## src/iem_pkg.sv

```systemverilog
// constants for the interrupt enable mask block
package iem_pkg;
   // source bit positions in every 5-bit field
   localparam int IEM_SRC_N = 5;
   localparam int IEM_TIMER_BIT = 0;
   localparam int IEM_INCHG_BIT = 1;
   localparam int IEM_EXT_BIT = 2;
   localparam int IEM_CMP_BIT = 3;
   localparam int IEM_PWM_BIT = 4;
   // register byte offsets on the bus
   localparam logic [7:0] IEM_ADR_MASK = 8'h00;
   localparam logic [7:0] IEM_ADR_STATUS = 8'h04;
   localparam logic [7:0] IEM_ADR_CLEAR = 8'h08;
   localparam logic [7:0] IEM_ADR_ENABLE = 8'h0c;
   // values after reset
   localparam logic [4:0] IEM_MASK_RST = 5'h00;
   localparam logic [4:0] IEM_ENABLE_RST = 5'h00;
   localparam logic [4:0] IEM_STATUS_RST = 5'h00;
   localparam logic [31:0] IEM_DAT_RST = 32'h0000_0000;
   // zero fill above the 5-bit fields
   localparam logic [26:0] IEM_FILL = 27'h000_0000;
endpackage

```

## src/iem_gate_if.sv

```systemverilog
// signals between the register top and the gating module
`timescale 1ns/100ps
interface iem_gate_if;
   logic [4:0] flags;
   logic [4:0] mask;
   logic [4:0] masked;
   logic any_req;
   logic cmp_wake;
   modport top (output flags, output mask, input masked, input any_req, input cmp_wake);
   modport gate (input flags, input mask, output masked, output any_req, output cmp_wake);
endinterface

```

## src/iem_gate.sv

```systemverilog
// per-source gating of the pending flags by the mask
`timescale 1ns/100ps
module iem_gate (
   // clock and reset
   input wire logic sys_clk,
   input wire logic sys_rst,
   // flags and mask in, gated requests out
   iem_gate_if.gate g
);
   genvar i;
   generate
      for (i = 0; i < iem_pkg::IEM_SRC_N; i++) begin : g_src
         // flag passes only with its enable at 1
         assign g.masked[i] = g.flags[i] & g.mask[i];
      end
   endgenerate

   // combined request is the or of all gated flags
   assign g.any_req = |g.masked;

   // comparator change may wake or vector only when enabled
   assign g.cmp_wake = g.masked[iem_pkg::IEM_CMP_BIT];

   property p_any_tracks;
      @(posedge sys_clk) disable iff (sys_rst)
      (g.flags == 5'h00) |-> !g.any_req;
   endproperty
   a_any_tracks: assert property (p_any_tracks)
      else $error("request raised with no flag pending");

   cover property (@(posedge sys_clk) disable iff (sys_rst)
      (g.flags != 5'h00) && !g.any_req);
endmodule

```

## src/iem_top.sv

```systemverilog
// interrupt enable mask with wishbone registers and sticky status
//
// Operation
// - mask bit 4 lets the pwm period flag request an interrupt
// - mask bit 3 lets the comparator change flag request an interrupt
// - comparator change wakes or vectors the core only when mask bit 3 is 1
// - mask bit 2 lets the external pin flag request an interrupt
// - mask bit 1 lets the input change flag request an interrupt
// - mask bit 0 lets the timer overflow flag request an interrupt
//
// Added by the designer: the register offsets and the Wishbone slave port.
`timescale 1ns/100ps
module iem_top (
   // clock and reset
   input wire logic sys_clk,
   input wire logic sys_rst,
   // wishbone slave
   input wire logic wb_cyc_i,
   input wire logic wb_stb_i,
   input wire logic wb_we_i,
   input wire logic [7:0] wb_adr_i,
   input wire logic [3:0] wb_sel_i,
   input wire logic [31:0] wb_dat_i,
   output logic [31:0] wb_dat_o,
   output logic wb_ack_o,
   // source flags
   input wire logic pwm_period_flag,
   input wire logic comparator_change_flag,
   input wire logic ext_pin_flag,
   input wire logic input_change_flag,
   input wire logic timer_overflow_flag,
   // requests
   output logic irq_req,
   output logic comparator_wake,
   output logic irq_o
);
   logic [4:0] mask_r;
   logic [4:0] mask_nxt;
   logic [4:0] en_r;
   logic [4:0] en_nxt;
   logic [4:0] stat_r;
   logic [4:0] stat_nxt;
   logic [4:0] prev_r;
   logic [4:0] prev_nxt;
   logic ack_r;
   logic ack_nxt;
   logic [31:0] dat_r;
   logic [31:0] dat_nxt;
   logic [4:0] flags;
   logic [4:0] rise;
   logic [4:0] clr;
   logic req;
   logic wr;

   iem_gate_if gif ();

   assign flags = {pwm_period_flag, comparator_change_flag, ext_pin_flag,
                   input_change_flag, timer_overflow_flag};
   assign gif.flags = flags;
   assign gif.mask = mask_r;

   iem_gate u_gate (
      .sys_clk(sys_clk),
      .sys_rst(sys_rst),
      .g(gif.gate)
   );

   // bus access decode
   assign req = wb_cyc_i & wb_stb_i;
   assign wr = req & wb_we_i & ack_r & wb_sel_i[0];
   assign clr = (wr && wb_adr_i[7:2] == iem_pkg::IEM_ADR_CLEAR[7:2]) ? wb_dat_i[4:0] : 5'h00;
   // new gated request sets a sticky bit
   assign rise = gif.masked & ~prev_r;

   always_comb begin
      mask_nxt = mask_r;
      en_nxt = en_r;
      // upper mask bits are not stored and read as zero
      if (wr && wb_adr_i[7:2] == iem_pkg::IEM_ADR_MASK[7:2]) begin
         mask_nxt = wb_dat_i[4:0];
      end
      if (wr && wb_adr_i[7:2] == iem_pkg::IEM_ADR_ENABLE[7:2]) begin
         en_nxt = wb_dat_i[4:0];
      end
      // set wins over clear
      stat_nxt = (stat_r & ~clr) | rise;
      prev_nxt = gif.masked;
      ack_nxt = req & ~ack_r;
      dat_nxt = dat_r;
      if (req && !ack_r) begin
         unique case (wb_adr_i[7:2])
            iem_pkg::IEM_ADR_MASK[7:2]: dat_nxt = {iem_pkg::IEM_FILL, mask_r};
            iem_pkg::IEM_ADR_STATUS[7:2]: dat_nxt = {iem_pkg::IEM_FILL, stat_r};
            iem_pkg::IEM_ADR_ENABLE[7:2]: dat_nxt = {iem_pkg::IEM_FILL, en_r};
            default: dat_nxt = iem_pkg::IEM_DAT_RST;
         endcase
      end
   end

   always_ff @(posedge sys_clk) begin
      if (sys_rst) begin
         mask_r <= iem_pkg::IEM_MASK_RST;
         en_r <= iem_pkg::IEM_ENABLE_RST;
         stat_r <= iem_pkg::IEM_STATUS_RST;
         prev_r <= iem_pkg::IEM_STATUS_RST;
         ack_r <= 1'b0;
         dat_r <= iem_pkg::IEM_DAT_RST;
      end else begin
         mask_r <= mask_nxt;
         en_r <= en_nxt;
         stat_r <= stat_nxt;
         prev_r <= prev_nxt;
         ack_r <= ack_nxt;
         dat_r <= dat_nxt;
      end
   end

   assign wb_ack_o = ack_r;
   assign wb_dat_o = dat_r;
   assign irq_req = gif.any_req;
   assign comparator_wake = gif.cmp_wake;
   assign irq_o = |(stat_r & en_r);

   property p_pwm_gate;
      @(posedge sys_clk) disable iff (sys_rst)
      (pwm_period_flag && !mask_r[iem_pkg::IEM_PWM_BIT] && (flags[3:0] & mask_r[3:0]) == 4'h0)
         |-> !irq_req;
   endproperty
   a_pwm_gate: assert property (p_pwm_gate)
      else $error("pwm flag raised a request while disabled");

   property p_cmp_gate;
      @(posedge sys_clk) disable iff (sys_rst)
      (comparator_change_flag && mask_r[iem_pkg::IEM_CMP_BIT]) |-> irq_req;
   endproperty
   a_cmp_gate: assert property (p_cmp_gate)
      else $error("enabled comparator flag gave no request");

   property p_cmp_wake;
      @(posedge sys_clk) disable iff (sys_rst)
      comparator_wake == (comparator_change_flag && mask_r[iem_pkg::IEM_CMP_BIT]);
   endproperty
   a_cmp_wake: assert property (p_cmp_wake)
      else $error("comparator wake differs from flag and enable");

   property p_ext_gate;
      @(posedge sys_clk) disable iff (sys_rst)
      (ext_pin_flag && mask_r[iem_pkg::IEM_EXT_BIT]) |-> irq_req;
   endproperty
   a_ext_gate: assert property (p_ext_gate)
      else $error("enabled pin flag gave no request");

   property p_inchg_gate;
      @(posedge sys_clk) disable iff (sys_rst)
      (input_change_flag && mask_r[iem_pkg::IEM_INCHG_BIT]) |-> irq_req;
   endproperty
   a_inchg_gate: assert property (p_inchg_gate)
      else $error("enabled input change flag gave no request");

   property p_timer_gate;
      @(posedge sys_clk) disable iff (sys_rst)
      (timer_overflow_flag && mask_r[iem_pkg::IEM_TIMER_BIT]) |-> irq_req;
   endproperty
   a_timer_gate: assert property (p_timer_gate)
      else $error("enabled timer flag gave no request");

   property p_req_or;
      @(posedge sys_clk) disable iff (sys_rst)
      irq_req == ((flags & mask_r) != 5'h00);
   endproperty
   a_req_or: assert property (p_req_or)
      else $error("combined request differs from or of gated flags");

   property p_mask_write;
      @(posedge sys_clk) disable iff (sys_rst)
      (wr && wb_adr_i[7:2] == iem_pkg::IEM_ADR_MASK[7:2])
         |=> mask_r == $past(wb_dat_i[4:0]);
   endproperty
   a_mask_write: assert property (p_mask_write)
      else $error("mask write not stored");

   property p_sticky;
      @(posedge sys_clk) disable iff (sys_rst)
      rise[iem_pkg::IEM_PWM_BIT] |=> stat_r[iem_pkg::IEM_PWM_BIT]
         ##1 (stat_r[iem_pkg::IEM_PWM_BIT] || $past(clr[iem_pkg::IEM_PWM_BIT]));
   endproperty
   a_sticky: assert property (p_sticky)
      else $error("status bit not held after event");

   property p_ack_pulse;
      @(posedge sys_clk) disable iff (sys_rst)
      wb_ack_o |=> !wb_ack_o;
   endproperty
   a_ack_pulse: assert property (p_ack_pulse)
      else $error("ack held longer than one cycle");

   property p_read_fill;
      @(posedge sys_clk) disable iff (sys_rst)
      wb_ack_o |-> wb_dat_o[31:5] == 27'h000_0000;
   endproperty
   a_read_fill: assert property (p_read_fill)
      else $error("read data above bit 4 not zero");

   property p_status_set;
      @(posedge sys_clk) disable iff (sys_rst)
      rise != 5'h00 |=> (stat_r & $past(rise)) == $past(rise);
   endproperty
   a_status_set: assert property (p_status_set)
      else $error("gated event did not set its status bit");

   property p_status_clear;
      @(posedge sys_clk) disable iff (sys_rst)
      (clr & ~rise) != 5'h00 |=> (stat_r & $past(clr) & ~$past(rise)) == 5'h00;
   endproperty
   a_status_clear: assert property (p_status_clear)
      else $error("cleared status bit still set");

   property p_no_stray;
      @(posedge sys_clk) disable iff (sys_rst)
      1'b1 |=> (stat_r & ~$past(stat_r) & ~$past(rise)) == 5'h00;
   endproperty
   a_no_stray: assert property (p_no_stray)
      else $error("status bit set without a gated event");

   cover property (@(posedge sys_clk) disable iff (sys_rst) irq_o);
   cover property (@(posedge sys_clk) disable iff (sys_rst) comparator_wake);
   cover property (@(posedge sys_clk) disable iff (sys_rst) (clr & rise) != 5'h00);
   cover property (@(posedge sys_clk) disable iff (sys_rst) wb_ack_o && !wb_we_i);
endmodule

```

## config.mk

```make
export PLATFORM = sky130hd
export DESIGN_NAME = iem_top
export DESIGN_NICKNAME = d
export VERILOG_FILES = /design/src/iem_pkg.sv /design/src/iem_gate_if.sv /design/src/iem_gate.sv /design/src/iem_top.sv
export SDC_FILE = /design/constraint.sdc
export NUM_CORES = 1
export LEC_CHECK = 0
export BUFFER_PORTS_ARGS = -buffer_cell sky130_fd_sc_hd__buf_2
export CAP_MARGIN = 20
export CORE_MARGIN = 3
export CORE_UTILIZATION = 42
export DETAILED_ROUTE_END_ITERATION = 12
export HOLD_SLACK_MARGIN = 0.08
export PLACE_DENSITY = 0.8
export REMOVE_ABC_BUFFERS = 1
export SYNTH_ARGS = -nofsm -noshare
export SYNTH_HDL_FRONTEND = slang
export SYNTH_SLANG_ARGS = --single-unit
```

## constraint.sdc

```tcl
create_clock -name sys_clk -period 2.1 [get_ports sys_clk]
set_clock_uncertainty 0.1 [all_clocks]
set_input_delay 0.315 -clock sys_clk [delete_from_list [all_inputs] [get_ports sys_clk]]
set_output_delay 0.315 -clock sys_clk [all_outputs]
set_load 0.05 [all_outputs]
```

==> results.txt, run 1 <==
status - completed
Compound-Gate Fraction of Synth Area - 0.157
clk sinks - 26
most common cell in the netlist - buf_4
Critical R2R Launch - wb_ack_o$_SDFF_PP0_
clock tree root buffer cell - clkbuf_4
post-route ant nets - 0
global-route wire length before repair - 4170 um
Initial Utilization - 0.448
Num CTS Buffers - 3
Post-synth EDFFs - 0
Synth Area in Adders - 0
Worst setup SP type - flip-flop
mux cell area share after synthesis - 0.108
CP startpoint - gif.mask[2]$_SDFFE_PP0P_
post-layout instance area - 0.00155 mm^2
type of the worst setup path - reg -> out
routability cong. - 0.712
ant diodes - 0
Seq/Total Area, Yosys - 0.375
initial antenna violation count - 0
DRC viols - 0
flops & latches, synth - 26
Slew Viols, Final - 0
Main synth FF type - dfxtp_1
simple-gate share of the synthesized area - 0.181
CP Capture Type - primary output
TNS Setup - 0 ns
Netlist Area Pre-Place - 0.00139 mm^2
slowest CP cell - dfxtp_1
Critical Path RT - 1.68 ns
Setup violations, final - 0
leading post-synthesis cells by cell area - dfxtp_1 37%, buf_4 15%, mux2i_1 11%
die footprint - 0.00403 mm^2
P per Cell Area - 563 mW/mm^2
final hold slack - 0.153 ns
Max Fanout on Critical Path - 4
hold path start - input_change_flag
Pwr Total - 869 uW
largest net degree at the start of global routing - 21
FILL cells - 311
Leak - 0.000704 uW
area leader, netlist - dfxtp_1
number of I/O pins - 90
clk slew on worst S/H paths - 0.13 ns
Hold Violations, Final - 0
RSZ-0062 raised after global routing - false
Clock H-tree levels - 1
HPWL after DPL - 2070 um
Post-CTS Setup Bufs - 0
post-layout minimum cycle time - 1.75 ns
Yosys cell types - 30
VDD IR max - 0.276 mV
port bufs - 30
period utilization - 0.835
Die H - 63.5 um
vias - 1025
die width - 63.5 um
synthesized instance count - 146
Post-CTS Resized - 0
Layout area overhead - 11.3%
leading cell types by count after synthesis - 27 x buf_4, 26 x dfxtp_1, 16 x nand2b_1, 15 x mux2i_1, 8 x nand2_1
delay-heaviest family, CP - flip-flops
share of layout cells above drive strength 1 - 0.256
Ys Warns - 0
Post-Synth XOR/XNOR Area - 0
Final Net Count - 236
GRT overflow - 0
max cap viols - 0
DRT iter0 DRCs - 59
Routed WL - 2520 um
number of global-route vias before repair - 916
Core ar. - 0.00310 mm^2
Clock Latency Late Sink - 0.32 ns
worst path cell trace - nand2_1 -> and4_1 -> nand2_1 -> buf_2
Worst Path Arrival - 1.34 ns
CTS Buffer Depth - 2
largest family of logic cells by synthesized area - simple AND/OR/NAND/NOR gates
average wire per standard cell - 11.3 um
HP Class - in -> reg
Fmax - 571 MHz
Post-synth ARST share - 0
top cell type's share of synthesized area - 0.375
crit-path max cell delay - 0.40 ns
drt via density - 4.58
num rows - 20
Post-DP Area - 0.00150 mm^2
CTS tree - yes
GRT Total Usage - 0.129
mean area per synthesized cell - 9.51 um^2
First-pass DRT Iterations - 4
cell repeated most along the worst path - nand2_1
Buf+Inv Stages, Crit Path - 1
worst paths after layout:
path	to	slack, ns	cells past startpoint
max	irq_req	0.35	4
min	prev_r[1]$_SDFF_PP0_	0.15	3
max reg2reg	en_r[3]$_SDFFE_PP0P_	0.44	3
min reg2reg	wb_dat_o[4]$_SDFFE_PP0P_	0.39	1
placed cells by master (no fill, tap or decap), types with 2 or more instances in the layout:
cell type       n
buf_2          30
conb_1         27
dfxtp_1        26
nand2b_1       16
mux2i_1        15
nand2_1         8
nor2_1          7
buf_4           6
o2bb2ai_1       5
a22o_1          5
o21ba_2         4
inv_1           3
o21a_1          3
a211oi_1        3
clkbuf_4        3
nand3b_1        2
a21o_1          2
a31oi_1         2
dlygate4sd3_1   2
cell families (layout without fill, tap and decap cells):
group / count (synthesis) / in the layout
AO/OA/AOI/OAI: 26 / 26
buffers and inverters: 36 / 44
flip-flops: 26 / 26
multiplexers: 15 / 15
other: 1 / 27
AND/OR/NAND/NOR: 42 / 42
final cells by class:
cell class / count / area (um^2) / share of cell area
clock buffers: 3 / 22.5 / 0.0146
inverters: 3 / 11.3 / 0.00729
multi-input cells: 110 / 721 / 0.466
flip-flops and latches: 26 / 520 / 0.337
well taps: 44 / 55.1 / 0.0356
repair buffers: 38 / 215 / 0.139
what timing repair did:
action                                  in CTS  in global routing
endpoints found under the setup margin       0                  0
hold buffers                                 2                  0
endpoints found under the hold margin        2                  0
sequential cells by signal (all words and copies together) (netlist names):
signal    cells
wb_ack_o      1
prev_r        5
en_r          5
stat_r        5
gif.mask      5
wb_dat_o      5
power by group:
part	switching, uW	internal [uW]	total (uW)
registers	0.898	494	495
clock network	136	67.2	203
logic	137	33.9	171
worst register-to-register path, cell delays in order (launching register included):
cell and delay (ns):
dfxtp_1 0.41, nand3_1 0.16, or4b_1 0.70, mux2i_1 0.18
metal layers:
metal  GRT usage  up-vias  routed length (um)
met1       0.168      454                1180
li1            -      525                   -
met4      0.0323        0                  15
met2       0.205       42                1100
met5           0        -                   0
met3      0.0428        4                 223
through the flow:
step | utilization | instances | setup WS, ns
3_5_place_dp | 0.484 | 219 | 0.0818
5_1_grt | 0.498 | 224 | 0.235
4_1_cts | 0.498 | 224 | 0.322
2_1_floorplan | - | 139 | 0.182
3_3_place_gp | 0.484 | 219 | 0.0958
6_report | 0.498 | 224 | 0.347
Power figures use the tool's default switching activity.
==> inputs of run 2 (changes only) <==
--- a/config.mk
+++ b/config.mk
@@ -5,6 +5,7 @@
 export SDC_FILE = /design/constraint.sdc
 export NUM_CORES = 1
 export LEC_CHECK = 0
+export ABC_AREA = 1
 export BUFFER_PORTS_ARGS = -buffer_cell sky130_fd_sc_hd__buf_2
 export CAP_MARGIN = 20
 export CORE_MARGIN = 3
==> constraint.sdc (replaced) <==
create_clock -name sys_clk -period 1.7 [get_ports sys_clk]
set_clock_uncertainty 0.1 [all_clocks]
set_input_delay 0.255 -clock sys_clk [delete_from_list [all_inputs] [get_ports sys_clk]]
set_output_delay 0.255 -clock sys_clk [all_outputs]
set_load 0.05 [all_outputs]
==> results.txt, run 2 <==
status - completed
Seq/Total Area, Yosys - 0.377
Ys Warns - 0
Routed WL - 2970 um
synthesized instance count - 189
HPWL after DPL - 2300 um
Final Net Count - 285
largest net degree at the start of global routing - 16
Hold Violations, Final - 0
Clk network pwr share - 0.345
Worst setup SP type - flip-flop
Core ar. - 0.00310 mm^2
final hold slack - 0.0924 ns
area leader, netlist - dfxtp_1
Post-synth ARST share - 0
TNS Setup - 0 ns
HP Class - in -> reg
die width - 63.3 um
Critical Path RT - 1.34 ns
Layout area overhead - 20.6%
Slew Viols, Final - 0
clk sinks - 26
Yosys cell types - 21
num rows - 20
R2R Setup Slk - 0.21 ns
P per Cell Area - 762 mW/mm^2
Leak - 0.000783 uW
First-pass DRT Iterations - 4
Internal Pwr Total - 887 uW
type of the worst setup path - reg -> out
leading cell types by count after synthesis - 36 x nand2_1, 27 x buf_4, 26 x dfxtp_1, 19 x nor2_1, 14 x nand3_1
Die H - 63.3 um
Netlist Area Pre-Place - 0.00138 mm^2
Worst Path Arrival - 1.27 ns
sw power - 380 uW
switching part of the total - 0.300
Clock H-tree levels - 1
CTS Buffer Depth - 2
number of I/O pins - 90
clk slew on worst S/H paths - 0.15 ns
leading cell type in the layout, fill and taps excluded - nand2_1
Core Util, Final - 0.536
Comb pwr share - 0.173
CTS tree - yes
die footprint - 0.00401 mm^2
CP Capture Type - primary output
share of layout cells above drive strength 1 - 0.291
max cap viols - 0
period utilization - 0.957
Clock Latency Late Sink - 0.34 ns
DRT iter0 DRCs - 42
Post-DP Area - 0.00149 mm^2
mean area per synthesized cell - 7.30 um^2
initial antenna violation count - 0
Main synth FF type - dfxtp_1
average wire per standard cell - 10.8 um
VDD IR max - 0.454 mV
Post-synth EDFFs - 0
drt via density - 4.57
vias - 1253
Num CTS Buffers - 3
Post-CTS Setup Bufs - 0
post-route ant nets - 0
Setup violations, final - 0
post-layout instance area - 0.00166 mm^2
GRT overflow - 0
Max Fanout on Critical Path - 3
routability cong. - 0.792
clock tree root buffer cell - clkbuf_4
Pwr Total - 1270 uW
flops & latches, synth - 26
global-route wire length before repair - 4950 um
most common cell in the netlist - nand2_1
DRC viols - 0
RSZ-0062 raised after global routing - true
post-layout minimum cycle time - 1.63 ns
top cell type's share of synthesized area - 0.377
number of global-route vias before repair - 1142
ant diodes - 0
Initial Utilization - 0.444
commonest cells after routing, fill and taps aside - 33 x nand2_1, 28 x buf_2, 27 x conb_1
port bufs - 30
Reg power frac - 0.482
leading post-synthesis cells by cell area - dfxtp_1 38%, buf_4 15%, nand2_1 9.8%
Fmax - 614 MHz
GRT Total Usage - 0.155
-- run 2: layout make-up --
type                    count  area, um^2
clock buffers               3        22.5
clock inverters             1        30.0
fillers                   321        1440
inverters                  13        48.8
multi-input cells         143         691
flip-flops and latches     26         528
well taps                  44        55.1
repair buffers             44         288
-- run 2: worst paths after layout --
kind / depth (start not counted) / from / end
worst max-delay path: 5 / gif.mask[1]$_SDFFE_PP0P_ / irq_req
worst min-delay path: 3 / comparator_change_flag / prev_r[3]$_SDFF_PP0_
worst max register to register: 5 / gif.mask[2]$_SDFFE_PP0P_ / stat_r[2]$_SDFF_PP0_
worst min register to register: 1 / prev_r[1]$_SDFF_PP0_ / stat_r[1]$_SDFF_PP0_
-- run 2: worst max-delay path: stages (launching register included) --
cell     delay [ns]
dfxtp_2        0.37
nand2_1        0.09
inv_1          0.06
nor3_2         0.14
nand3_1        0.11
buf_6          0.17
-- run 2: what timing repair did --
item	in CTS	in global routing
setup endpoints to repair	1	2
hold buffers	5	3
hold endpoints to repair	6	3
gates resized for setup	2	14
pin swaps	0	3
-- run 2: power by group through the flow --
stage | registers (uW) | clock network, uW | logic [uW]
2_1_floorplan | 628 | 0 | 154
3_3_place_gp | 624 | 0 | 207
3_5_place_dp | 624 | 0 | 208
4_1_cts | 611 | 443 | 212
5_1_grt | 612 | 477 | 233
6_report | 611 | 437 | 220
-- run 2: logic make-up (layout without fill, tap and decap cells) --
kind of cell           count (synthesis)  in the layout  synth area share
DFF                                   26             26             0.377
buffers and inverters                 46             61             0.206
and+or+nand+nor                       95             95             0.335
AOI/OAI and AO/OA                     21             21            0.0789
other                                  1             27           0.00272
-- run 2: metrics by stage --
stage | setup slack (ns) | instances
2_1_floorplan | 0.0532 | 182
3_3_place_gp | 0.293 | 262
3_5_place_dp | 0.281 | 262
4_1_cts | 0.000000777 | 271
5_1_grt | -0.0291 | 274
6_report | 0.0726 | 274
-- run 2: routing by layer --
| layer | up-vias | routed length [um] | global-route usage |
|---|---|---|---|
| li1 | 641 | - | - |
| met2 | 53 | 1400 | 0.253 |
| met5 | - | 0 | 0 |
| met4 | 0 | 44 | 0.0593 |
| met1 | 554 | 1290 | 0.196 |
| met3 | 5 | 231 | 0.0392 |
==> inputs of run 3 (changes only) <==
--- a/config.mk
+++ b/config.mk
@@ -9,10 +9,10 @@
 export BUFFER_PORTS_ARGS = -buffer_cell sky130_fd_sc_hd__buf_2
 export CAP_MARGIN = 20
 export CORE_MARGIN = 3
-export CORE_UTILIZATION = 42
+export CORE_UTILIZATION = 38
 export DETAILED_ROUTE_END_ITERATION = 12
 export HOLD_SLACK_MARGIN = 0.08
-export PLACE_DENSITY = 0.8
+export PLACE_DENSITY = 0.76
 export REMOVE_ABC_BUFFERS = 1
 export SYNTH_ARGS = -nofsm -noshare
 export SYNTH_HDL_FRONTEND = slang
==> constraint.sdc (replaced) <==
create_clock -name sys_clk -period 1.49 [get_ports sys_clk]
set_clock_uncertainty 0.1 [all_clocks]
set_input_delay 0.2235 -clock sys_clk [delete_from_list [all_inputs] [get_ports sys_clk]]
set_output_delay 0.2235 -clock sys_clk [all_outputs]
set_load 0.05 [all_outputs]
==> results.txt, run 3 (same netlist as run 2, synthesis figures left out) <==
max cap viols - 0
Critical Path RT - 1.17 ns
Most Crowded Layer GR - met2
slowest CP cell - dfxtp_2
Fmax - 635 MHz
commonest cells after routing, fill and taps aside - 30 x nand2_1, 27 x conb_1, 27 x buf_2
die width - 66.2 um
port bufs - 30
RSZ-0062 raised after global routing - true
GR Util met3 - 0.0442
failing checks - negative setup slack
TNS Setup - -0.129 ns
Routed WL - 3120 um
number of I/O pins - 90
drt via density - 4.60
First-pass DRT Iterations - 4
CP Capture Type - primary output
setup slack after layout - -0.0841 ns
Slew Viols, Final - 0
number of global-route vias before repair - 1130
VDD IR max - 0.486 mV
Clock Latency Late Sink - 0.33 ns
M2 GR Usage - 0.243
Worst setup SP type - flip-flop
WHS Path Cells - 5
DRC viols - 0
Initial Utilization - 0.404
GRT Total Usage - 0.139
global-route wire length before repair - 4770 um
average wire per standard cell - 10.9 um
type of the worst setup path - reg -> out
GRT overflow - 0
R2R cell count - 5
DRT iter0 DRCs - 29
P per Cell Area - 804 mW/mm^2
cell repeated most along the worst path - nand2_2
num rows - 21
Leak - 0.000838 uW
M1 GR Usage - 0.171
Max Fanout on Critical Path - 2
initial antenna violation count - 0
HP Class - in -> reg
Pwr Total - 1440 uW
post-route ant nets - 0
Die H - 66.2 um
share of layout cells above drive strength 1 - 0.344
post-layout minimum cycle time - 1.57 ns
largest net degree at the start of global routing - 16
clock tree root buffer cell - clkbuf_4
Core ar. - 0.00342 mm^2
status - complete, but fails checks
period utilization - 1.06
clk sinks - 26
CTS tree - yes
die footprint - 0.00439 mm^2
Buf+Inv Stages, Crit Path - 1
FILL cells - 351
routability cong. - 0.798
worst path cell trace - nand2_2 -> nand2_2 -> a221oi_2 -> nand2_1 -> buf_6
crit-path max cell delay - 0.36 ns
Worst Path Arrival - 1.25 ns
leading cell type in the layout, fill and taps excluded - nand2_1
vias - 1319
ant diodes - 0
Hold Violations, Final - 0
final hold slack - 0.160 ns
Setup violations, final - 2
Layout area overhead - 29.6%
Clock H-tree levels - 1
clk slew on worst S/H paths - 0.14 ns
CTS Buffer Depth - 2
HPWL after DPL - 2220 um
delay-heaviest family, CP - flip-flops
Num CTS Buffers - 3
Final Net Count - 296
CP Depth - 5
[run 3: changes by cell type in the layout (fill, tap and decap cells not counted), sizes merged]
cell / change
buf: +6
clkbuf: +1
dlygate4sd3: +4
[run 3: what timing repair did]
item / 4_1_cts / 5_1_grt
setup buffers: 7 / 0
hold buffers: 12 / 0
hold endpoints to repair: 13 / 0
setup endpoints to repair: 2 / 4
gates resized for setup: 18 / 7
gates cloned: 0 / 0
pin swaps: 6 / 4
[run 3: power breakdown]
| group | switching (uW) | internal (uW) | leakage [uW] |
|---|---|---|---|
| clock network | 214 | 272 | 0.0000279 |
| registers | 0.725 | 696 | 0.000214 |
| logic | 207 | 47.4 | 0.000596 |
[run 3: tightest hold or removal path, delay by kind of cell]
kind	cells	cell delay (ns)
compound gates	1	0.05
buf+inv	2	0.14
simple gates	2	0.15
[run 3: area by class of cell]
| class | instances | area (um^2) | area share |
|---|---|---|---|
| Tap cell | 46 | 57.6 | 0.0322 |
| Clock inverter | 1 | 30.0 | 0.0168 |
| Clock buffer | 3 | 22.5 | 0.0126 |
| Sequential cell | 26 | 532 | 0.298 |
| Inverter | 13 | 48.8 | 0.0273 |
| Multi-Input combinational cell | 143 | 701 | 0.392 |
| Timing Repair Buffer | 55 | 395 | 0.221 |
[run 3: worst paths after layout]
check,from,to,slack [ns]
setup / recovery,stat_r[0]$_SDFF_PP0_,irq_o,-0.08
hold / removal,comparator_change_flag,stat_r[3]$_SDFF_PP0_,0.16
setup reg to reg,gif.mask[2]$_SDFFE_PP0P_,stat_r[2]$_SDFF_PP0_,0.07
hold reg to reg,prev_r[0]$_SDFF_PP0_,stat_r[0]$_SDFF_PP0_,0.31
[run 3: through the flow]
stage,worst slack [ns],std cells,area [um^2],utilization
after CTS,-0.0896,287,1770,0.519
after floorplan,-0.136,182,1240,-
after global placement,-0.00649,264,1510,0.441
final,-0.0841,287,1790,0.523
after global routing,-0.199,287,1790,0.523
after detailed placement,-0.0367,264,1510,0.441
[run 3: routing by layer]
| metal | vias up | share of wire | routed length (um) |
|---|---|---|---|
| met1 | 586 | 0.42 | 1320 |
| met5 | - | 0 | 0 |
| met3 | 2 | 0.10 | 311 |
| li1 | 665 | - | - |
| met4 | 0 | 0.0026 | 8 |
| met2 | 66 | 0.47 | 1470 |
